===== src/inc/exec_pkg.sv =====
package exec_pkg;
  localparam int unsigned INSN_W = 14;
  localparam int unsigned DATA_W = 8;
  localparam int unsigned ADDR_W = 7;
  localparam int unsigned BIT_W = 3;
  // opcode patterns, upper bits of the instruction word
  localparam logic [4:0] OPC_ADD_LIT = 5'h1F; // 11 111x, top five bits
  localparam logic [5:0] OPC_AND_LIT = 6'h39; // 11 1001
  localparam logic [5:0] OPC_ADD_FILE = 6'h07; // 00 0111
  localparam logic [5:0] OPC_AND_FILE = 6'h05; // 00 0101
  localparam logic [3:0] OPC_CLR_BIT = 4'h4; // 01 00
  // field positions
  localparam int unsigned DEST_POS = 7;
  localparam int unsigned BIT_LSB = 7;
  localparam int unsigned NIB_LSB = 4;
  localparam logic [DATA_W-1:0] ACC_RST = 8'h00;
  localparam logic [DATA_W-1:0] FILE_RST = 8'h00;
  localparam logic [ADDR_W-1:0] PORT_ADDR = 7'h06;

  typedef enum logic [2:0]
  {
    OP_NONE = 3'b000,
    OP_ADD_LIT = 3'b001,
    OP_AND_LIT = 3'b010,
    OP_ADD_FILE = 3'b011,
    OP_AND_FILE = 3'b100,
    OP_CLR_BIT = 3'b101
  } op_t;

  typedef struct packed
  {
    logic carry;
    logic half_carry_flag;
    logic zero;
  } flags_t;

  typedef struct packed
  {
    logic acc_we;
    logic file_we;
    logic flags_we;
    logic zero_only;
  } wr_ctl_t;
endpackage


===== src/rtl/add_and_bitclear_exec.sv =====
`timescale 1ns/1ps
module add_and_bitclear_exec
  import exec_pkg::*;
(
  input wire logic mclk,
  input wire logic rst,
  input wire logic [INSN_W-1:0] insn,
  input wire logic insn_valid,
  input wire logic [DATA_W-1:0] port_pins,
  output logic [DATA_W-1:0] acc,
  output logic [DATA_W-1:0] port_latch,
  output flags_t flags,
  output logic busy,
  output logic [ADDR_W-1:0] dbg_addr,
  output logic [DATA_W-1:0] dbg_data
);
  logic [DATA_W-1:0] acc_q;
  logic [DATA_W-1:0] acc_d;
  flags_t flags_q;
  flags_t flags_d;
  logic [DATA_W-1:0] file_q [2**ADDR_W];
  op_t op;
  logic dest_file;
  wire logic [DATA_W-1:0] lit;
  wire logic [ADDR_W-1:0] faddr;
  wire logic [BIT_W-1:0] bsel;
  wire logic [DATA_W-1:0] file_rd;
  wire logic [DATA_W-1:0] operand;
  wire logic [DATA_W:0] sum;
  wire logic [NIB_LSB:0] nib_sum;
  wire logic [DATA_W-1:0] and_res;
  wire logic [DATA_W-1:0] clr_res;
  wire logic [DATA_W-1:0] result;
  wire logic is_add;
  wire logic is_file_op;
  wire wr_ctl_t ctl;

  insn_decode u_dec
  (
    .insn(insn),
    .insn_valid(insn_valid),
    .op(op),
    .dest_file(dest_file)
  );

  assign lit = insn[DATA_W-1:0];
  assign faddr = insn[ADDR_W-1:0];
  assign bsel = insn[BIT_LSB +: BIT_W];
  // port reads see the pins so rewrites follow external drive
  assign file_rd = (faddr == PORT_ADDR) ? port_pins : file_q[faddr];
  assign is_file_op = (op == OP_ADD_FILE) || (op == OP_AND_FILE);
  assign operand = is_file_op ? file_rd : lit;
  assign is_add = (op == OP_ADD_LIT) || (op == OP_ADD_FILE);
  assign sum = {1'b0, acc_q} + {1'b0, operand};
  assign nib_sum = {1'b0, acc_q[3:0]} + {1'b0, operand[3:0]};
  assign and_res = acc_q & operand;
  assign clr_res = file_rd & ~(8'h01 << bsel);
  assign result = is_add ? sum[DATA_W-1:0] : and_res;

  assign ctl.acc_we = (op == OP_ADD_LIT) || (op == OP_AND_LIT) ||
                      (is_file_op && !dest_file);
  assign ctl.file_we = (is_file_op && dest_file) ||
                       (op == OP_CLR_BIT);
  assign ctl.flags_we = is_add || (op == OP_AND_LIT) ||
                        (op == OP_AND_FILE);
  assign ctl.zero_only = !is_add;

  always_comb
  begin
    acc_d = ctl.acc_we ? result : acc_q;
    flags_d = flags_q;
    if (ctl.flags_we)
    begin
      flags_d.zero = (result == 8'h00);
      if (!ctl.zero_only)
      begin
        flags_d.carry = sum[DATA_W];
        flags_d.half_carry_flag = nib_sum[NIB_LSB];
      end
    end
  end

  always_ff @(posedge mclk)
  begin
    if (rst)
    begin
      acc_q <= ACC_RST;
      flags_q <= '0;
    end
    else
    begin
      acc_q <= acc_d;
      flags_q <= flags_d;
    end
  end

  // file array has no reset; only its writes are defined
  always_ff @(posedge mclk)
  begin
    if (!rst && ctl.file_we)
    begin
      file_q[faddr] <= (op == OP_CLR_BIT) ? clr_res : result;
    end
  end

  always_ff @(posedge mclk)
  begin
    if (rst)
    begin
      dbg_addr <= '0;
      dbg_data <= FILE_RST;
      port_latch <= FILE_RST;
    end
    else
    begin
      if (ctl.file_we)
      begin
        dbg_addr <= faddr;
        dbg_data <= (op == OP_CLR_BIT) ? clr_res : result;
      end
      if (ctl.file_we && faddr == PORT_ADDR)
      begin
        port_latch <= (op == OP_CLR_BIT) ? clr_res : result;
      end
    end
  end

  assign acc = acc_q;
  assign flags = flags_q;
  assign busy = 1'b0;

  AST_ADD_LIT: assert property (@(posedge mclk) disable iff (rst)
    op == OP_ADD_LIT |=> acc == $past(acc_q + lit))
    else $error("add literal result wrong");

  AST_ADD_LIT_FLAGS: assert property (@(posedge mclk) disable iff (rst)
    op == OP_ADD_LIT |=> flags.carry == $past(sum[DATA_W]) &&
    flags.half_carry_flag == $past(nib_sum[NIB_LSB]))
    else $error("add literal carries wrong");

  AST_ADD_LIT_Z: assert property (@(posedge mclk) disable iff (rst)
    op == OP_ADD_LIT |=> flags.zero == (acc == 8'h00))
    else $error("add literal zero wrong");

  AST_AND_LIT_FLAGS: assert property (@(posedge mclk) disable iff (rst)
    op == OP_AND_LIT |=> flags.carry == $past(flags_q.carry) &&
    flags.half_carry_flag == $past(flags_q.half_carry_flag) &&
    flags.zero == (acc == 8'h00))
    else $error("and literal flags wrong");

  AST_AND_LIT_ACC: assert property (@(posedge mclk) disable iff (rst)
    op == OP_AND_LIT |=> acc == $past(acc_q & lit))
    else $error("and literal result wrong");

  AST_ADD_FILE_C: assert property (@(posedge mclk) disable iff (rst)
    op == OP_ADD_FILE |=> flags.carry == $past(sum[DATA_W]))
    else $error("add file carry wrong");

  AST_ADD_FILE_ACC: assert property (@(posedge mclk) disable iff (rst)
    op == OP_ADD_FILE && !dest_file |=> acc == $past(sum[DATA_W-1:0]))
    else $error("add file to acc wrong");

  AST_ADD_FILE_HC: assert property (@(posedge mclk) disable iff (rst)
    op == OP_ADD_FILE |=>
    flags.half_carry_flag == $past(nib_sum[NIB_LSB]) &&
    flags.zero == ($past(sum[DATA_W-1:0]) == 8'h00))
    else $error("add file half carry or zero wrong");

  AST_AND_FILE_ACC: assert property (@(posedge mclk) disable iff (rst)
    op == OP_AND_FILE && !dest_file |=> acc == $past(and_res))
    else $error("and file to acc wrong");

  AST_AND_FILE_FLAGS: assert property (@(posedge mclk) disable iff (rst)
    op == OP_AND_FILE |=> flags.carry == $past(flags_q.carry) &&
    flags.half_carry_flag == $past(flags_q.half_carry_flag) &&
    flags.zero == ($past(and_res) == 8'h00))
    else $error("and file flags wrong");

  AST_AND_FILE_WB: assert property (@(posedge mclk) disable iff (rst)
    op == OP_AND_FILE && dest_file |=>
    dbg_data == $past(and_res) && dbg_addr == $past(faddr))
    else $error("and file write back wrong");

  AST_DEST_FILE: assert property (@(posedge mclk) disable iff (rst)
    is_file_op && dest_file |=> $stable(acc))
    else $error("acc changed with file destination");

  AST_DEST_ACC: assert property (@(posedge mclk) disable iff (rst)
    is_file_op && !dest_file |=> $stable(dbg_addr) && $stable(dbg_data))
    else $error("file written with acc destination");

  AST_CLR_BIT: assert property (@(posedge mclk) disable iff (rst)
    op == OP_CLR_BIT |=> $stable(flags) && $stable(acc) &&
    dbg_data == $past(clr_res))
    else $error("bit clear wrong");

  AST_CLR_BIT_REST: assert property (@(posedge mclk) disable iff (rst)
    op == OP_CLR_BIT |=> dbg_addr == $past(faddr) &&
    ((dbg_data ^ $past(file_rd)) & ~(8'h01 << $past(bsel))) == 8'h00)
    else $error("bit clear touched other bits");

  AST_PORT_PINS: assert property (@(posedge mclk) disable iff (rst)
    op == OP_CLR_BIT && faddr == PORT_ADDR |=>
    port_latch == ($past(port_pins) & ~(8'h01 << $past(bsel))))
    else $error("port rewrite ignored pins");

  AST_PORT_LATCH: assert property (@(posedge mclk) disable iff (rst)
    ctl.file_we && faddr == PORT_ADDR |=> port_latch == dbg_data)
    else $error("port latch not written");

  AST_LATCH_HOLD: assert property (@(posedge mclk) disable iff (rst)
    !(ctl.file_we && faddr == PORT_ADDR) |=> $stable(port_latch))
    else $error("port latch changed without write");

  AST_ONE_CYCLE: assert property (@(posedge mclk) disable iff (rst)
    op == OP_ADD_LIT ##1 op == OP_ADD_LIT |=>
    acc == $past(acc_q, 2) + $past(lit, 2) + $past(lit))
    else $error("back to back adds lost");

  AST_IDLE_HOLD: assert property (@(posedge mclk) disable iff (rst)
    op == OP_NONE |=> $stable(acc) && $stable(flags))
    else $error("state changed without instruction");
endmodule


===== src/rtl/insn_decode.sv =====
`timescale 1ns/1ps
module insn_decode
  import exec_pkg::*;
(
  input wire logic [INSN_W-1:0] insn,
  input wire logic insn_valid,
  output op_t op,
  output logic dest_file
);
  wire logic add_lit_hit;
  wire logic and_lit_hit;
  wire logic add_file_hit;
  wire logic and_file_hit;
  wire logic clr_bit_hit;
  assign add_lit_hit = insn[13:9] == OPC_ADD_LIT;
  assign and_lit_hit = insn[13:8] == OPC_AND_LIT;
  assign add_file_hit = insn[13:8] == OPC_ADD_FILE;
  assign and_file_hit = insn[13:8] == OPC_AND_FILE;
  assign clr_bit_hit = insn[13:10] == OPC_CLR_BIT;
  assign dest_file = insn[DEST_POS];
  assign op = !insn_valid ? OP_NONE :
              add_lit_hit ? OP_ADD_LIT :
              and_lit_hit ? OP_AND_LIT :
              add_file_hit ? OP_ADD_FILE :
              and_file_hit ? OP_AND_FILE :
              clr_bit_hit ? OP_CLR_BIT : OP_NONE;
endmodule


===== config.mk =====
export PLATFORM = sky130hd
export DESIGN_NAME = add_and_bitclear_exec
export DESIGN_NICKNAME = d
export VERILOG_FILES = /design/src/inc/exec_pkg.sv /design/src/rtl/add_and_bitclear_exec.sv /design/src/rtl/insn_decode.sv
export SDC_FILE = /design/constraint.sdc
export NUM_CORES = 1
export LEC_CHECK = 0
export BUFFER_PORTS_ARGS = -buffer_cell sky130_fd_sc_hd__buf_2
export CAP_MARGIN = 20
export CELL_PAD_IN_SITES_DETAIL_PLACEMENT = 1
export CELL_PAD_IN_SITES_GLOBAL_PLACEMENT = 1
export CORE_AREA = 2 2 347 418
export CTS_BUF_LIST = sky130_fd_sc_hd__clkbuf_4
export CTS_CLUSTER_SIZE = 20
export DETAILED_ROUTE_END_ITERATION = 8
export DIE_AREA = 0 0 349 420
export PLACE_DENSITY = 0.56
export SLEW_MARGIN = 20
export SYNTH_ARGS = -nofsm -noshare
export SYNTH_HDL_FRONTEND = slang
export SYNTH_SLANG_ARGS = --single-unit

===== constraint.sdc =====
create_clock -name mclk -period 17.59 [get_ports mclk]
set_input_delay 4.3975 -clock mclk [delete_from_list [all_inputs] [get_ports mclk]]
set_output_delay 4.3975 -clock mclk [all_outputs]
set_load 0.005 [all_outputs]

==> results.txt <==
* Status: finished, final reports clean
- During synthesis, Yosys emitted a total of 0 warnings.
* Fraction of final layout cells with drive strength greater than 1: 25.7%
- Post-Place Cell Area: 0.0448 mm²
- Chip Width: 349 µm
* Clock latency of the later-clocked register in the worst-skew pair: 1.24 ns
- Sequential area share after synthesis: 73.8%
- In the final routed layout, each cell accounts on average for 30.6 µm.
* Final global-route overflow total: 0
- Slack of the worst reg-to-reg path: 10.83 ns
* Pwr Density: 107 mW/mm²
- Largest voltage drop on the vdd net: 67.7 µV
- Clock tree synthesis selected as its root buffer the cell sky130_fd_sc_hd__clkbuf_4.
* Slew Limit Fails: 0
- STA classifies the critical path startpoint as a primary input.
- The number of failing hold endpoints at the final stage came to 0.
* Routability congestion estimate from global placement: 0.864
- The first global-routing pass estimated 211 mm of wire.
* Post-Syn Area per Cell: 16.4 µm²
- Initial core utilization: 29.8%
- Count of endpoints failing setup in the final report: 0
- Top flip-flop cell by instance count after synthesis: sky130_fd_sc_hd__edfxtp_1
- Most Frequent Cell on Critical Path: sky130_fd_sc_hd__a21oi_1
- Among cell families on the critical path, the largest total delay comes from compound AO/OA/AOI/OAI gates.
- Buffers on Ports: 58
- In this run the worst hold path is classified as reg -> reg.
* Total of hold buffers inserted after clock tree synthesis: 0
- Among all stages on the critical path, the largest delay is contributed by sky130_fd_sc_hd__buf_4.
* Number of nets in the finished design: 2,854
* Maximum number of pins on one net before global-route repair: 97
- Die Footprint: 0.147 mm²
- Height of the chip: 420 µm
* Slew at the pin closest to its max-slew limit: 1.19 ns
* Register share of total power: 52.9%
- The clock net in this run drives a total of 1,055 sinks.
- The initial antenna violation count is 4.
- Number of library cell types mapped by synthesis: 85
- Counting flops and latches in the post-synthesis netlist gives 1,055.
* Synthesized netlist net count: 2,618
* Setup CP Type: in -> reg
- CTS tree: done
- No sink is reached through more buffers than the 4 on the longest clock path.
* Arrival time of data at the critical path endpoint: 12.18 ns
* Logic gate share of total power: 5.6%
- Async set-reset flop share out of synthesis: 0%
- In this run the tightest slew margin relative to its limit is 20.5%.
* Non-Filler Cell Area, Final: 0.0482 mm²
- Data required time at the worst endpoint: 18.36 ns
- Clock tree synthesis inserted a total of 290 buffers.
- Based on the critical path, the design can be clocked at up to 87.7 MHz.
- Placeable Area: 0.142 mm²
- Once layout is complete, the utilization of the core stands at 33.8%.
- Total via count in the routed design: 26,500
- Before antenna repair, the detailed router went through 6 iterations.
- Number of global-route vias before repair: 28,200
* Leakage: 0.0163 µW
- The clock arrives with 0.128 ns of skew.
- Relative to the synthesized area, the layout overhead comes to 13.5%.
- The internal power of the cells totals 3940 µW.
* Setup repair after global routing missed its margin: no
- The clock tree synthesis step divided the H-tree into 5 levels.
* Filler instances: 14,700
* Final clock period utilization by the worst path: 64.8%
* Count of flip-flops with a built-in enable after synthesis: 1,021
- Largest fanout on the critical path: 88
- Endpoint class of the critical path: flop
- Total detailed-routing wirelength: 148 mm
- Gate count after technology mapping: 2,584
- The number of buffers and inverters on the critical path is 4.
- Number of top-level design ports: 60
- DRT iter0 DRCs: 2,612
- Of the total power, the share spent switching nets is 23.6%.
* Reg clk slew, reported paths: 0.06 ns
- In the routed design, unresolved DRC markers number 0.
- The design draws 5160 µW.
- Using the TritonRoute via totals, the vias-per-cell ratio works out to 5.46.
* Cell area after synthesis: 0.0425 mm²
* CP max stage delay: 0.83 ns
- In this run the remaining antenna-violating nets after routing total 0.
- Max-cap check violation count: 0
* Hpwl dp: 89.7 mm
* Std cell rows: 152
* Total setup buffers inserted after CTS: 0
- The share of total power dissipated in the clock network is 41.4%.
* Switching component of the power: 1220 µW
- The signal on the critical path passes through buf_8 > buf_4 > nand2b_2 > buf_4 > o221ai_1 > a222oi_1 > o22ai_1 > or4_1 > o31ai_1 > nor2_1 > a21oi_1 > ha_1 > a21o_1 > a21oi_1 > nand2b_1 > a21oi_1 > o41a_1 > a21oi_1 > a41o_4 > buf_4.
- PostCTS Resize Cnt: 0
- Aggregate global-route resource usage: 20.2%
- Final Critical Period: 11.40 ns
- Total Neg Setup Slack: 0 ns
[through the flow]
| step | instances | hold slack [ns] | worst slack (ns) |
|---|---|---|---|
| floorplan | 2584 | 0.448 | 3.89 |
| global route | 4843 | 0.489 | 5.98 |
| CTS | 4840 | 0.464 | 6.41 |
| detailed placement | 4376 | 0.450 | 5.20 |
| finish | 4843 | 0.455 | 6.19 |
| global placement | 4376 | 0.449 | 5.24 |
[synthesized netlist by cell type, types with 30 or more instances]
library cell / instances / area (µm²)
sky130_fd_sc_hd__o22ai_1: 113 / 707
sky130_fd_sc_hd__a21oi_1: 83 / 415
sky130_fd_sc_hd__nand2_1: 113 / 424
sky130_fd_sc_hd__mux4_2: 81 / 1820
sky130_fd_sc_hd__edfxtp_1: 1021 / 30700
sky130_fd_sc_hd__o221ai_1: 63 / 552
sky130_fd_sc_hd__a221oi_1: 33 / 289
sky130_fd_sc_hd__buf_4: 30 / 225
sky130_fd_sc_hd__mux2i_1: 83 / 831
sky130_fd_sc_hd__buf_2: 48 / 240
sky130_fd_sc_hd__nor2_1: 236 / 886
sky130_fd_sc_hd__dfxtp_1: 34 / 681
sky130_fd_sc_hd__mux2_2: 85 / 957
sky130_fd_sc_hd__o21ai_0: 74 / 370
sky130_fd_sc_hd__clkbuf_1: 73 / 274
[metal layers]
metal / vias up / track usage (%) / share of wire (%)
li1: 11100 / - / -
met5: - / 0 / 0
met2: 1262 / 33.3 / 49
met4: 0 / 9.91 / 4.6
met1: 13800 / 25.1 / 39
met3: 322 / 4.22 / 7.5
[cell families (layout without fill, tap and decap cells)]
group,count (synthesis),after routing,share of synthesized area [%]
flops,1055,1055,73.8
compound gates,577,577,9.67
simple gates,494,494,5.25
mux,249,249,8.50
buf+inv,196,604,2.45
fa+ha+maj,9,9,0.283
xor+xnor,3,3,0.0619
other cells,1,4,0.00883
[state kept, by name, indices dropped and copies added (netlist names)]
register    cells
acc             8
dbg_addr        7
dbg_data        8
file_q       1021
flags           3
port_latch      8
[worst paths after layout]
path / from / to / cells after the start
max: insn[1] / file_q[21][6] / 20
min: port_latch[6] / port_latch[6] / 2
max reg2reg: file_q[12][0] / file_q[21][6] / 18
min reg2reg: port_latch[6] / port_latch[6] / 2
[cells in the final DEF (no fill, tap or decap), types with 34 or more instances in the layout]
cell type / synthesis / final
sky130_fd_sc_hd__buf_4: 30 / 63
sky130_fd_sc_hd__clkinv_1: 1 / 34
sky130_fd_sc_hd__nor2_1: 236 / 229
sky130_fd_sc_hd__edfxtp_1: 1021 / 1021
sky130_fd_sc_hd__o21ai_0: 74 / 74
sky130_fd_sc_hd__clkbuf_4: 0 / 421
sky130_fd_sc_hd__dfxtp_1: 34 / 34
sky130_fd_sc_hd__buf_2: 48 / 55
sky130_fd_sc_hd__nand2_1: 113 / 109
sky130_fd_sc_hd__mux4_2: 81 / 81
sky130_fd_sc_hd__o22ai_1: 113 / 113
sky130_fd_sc_hd__mux2i_1: 83 / 83
sky130_fd_sc_hd__o221ai_1: 63 / 63
sky130_fd_sc_hd__a21oi_1: 83 / 83
sky130_fd_sc_hd__mux2_2: 85 / 85
[area by class of cell]
cell class | instances | area, µm² | share of cell area, %
Antenna cell | 3 | 7.51 | 0.0156
Sequential cell | 1055 | 31300 | 65.0
Multi-Input combinational cell | 1333 | 10200 | 21.2
Clock inverter | 43 | 245 | 0.509
Tap cell | 1848 | 2310 | 4.80
Inverter | 16 | 63.8 | 0.132
Clock buffer | 421 | 3160 | 6.56
Timing Repair Buffer | 124 | 843 | 1.75
[worst min-delay path, stage by stage (launching register included)]
cell	delay, ns
sky130_fd_sc_hd__dfxtp_1	0.31
sky130_fd_sc_hd__nand2_1	0.05
sky130_fd_sc_hd__a21oi_1	0.05
[power groups by stage]
stage	sequential, µW	clock, µW	combinational [µW]
finish	2730	2140	291
global route	2730	2310	301
CTS	2730	2180	288
detailed placement	2790	0	287
global placement	2790	0	284
floorplan	2790	0	164
Note: power is estimated with default switching activity, not from simulation.
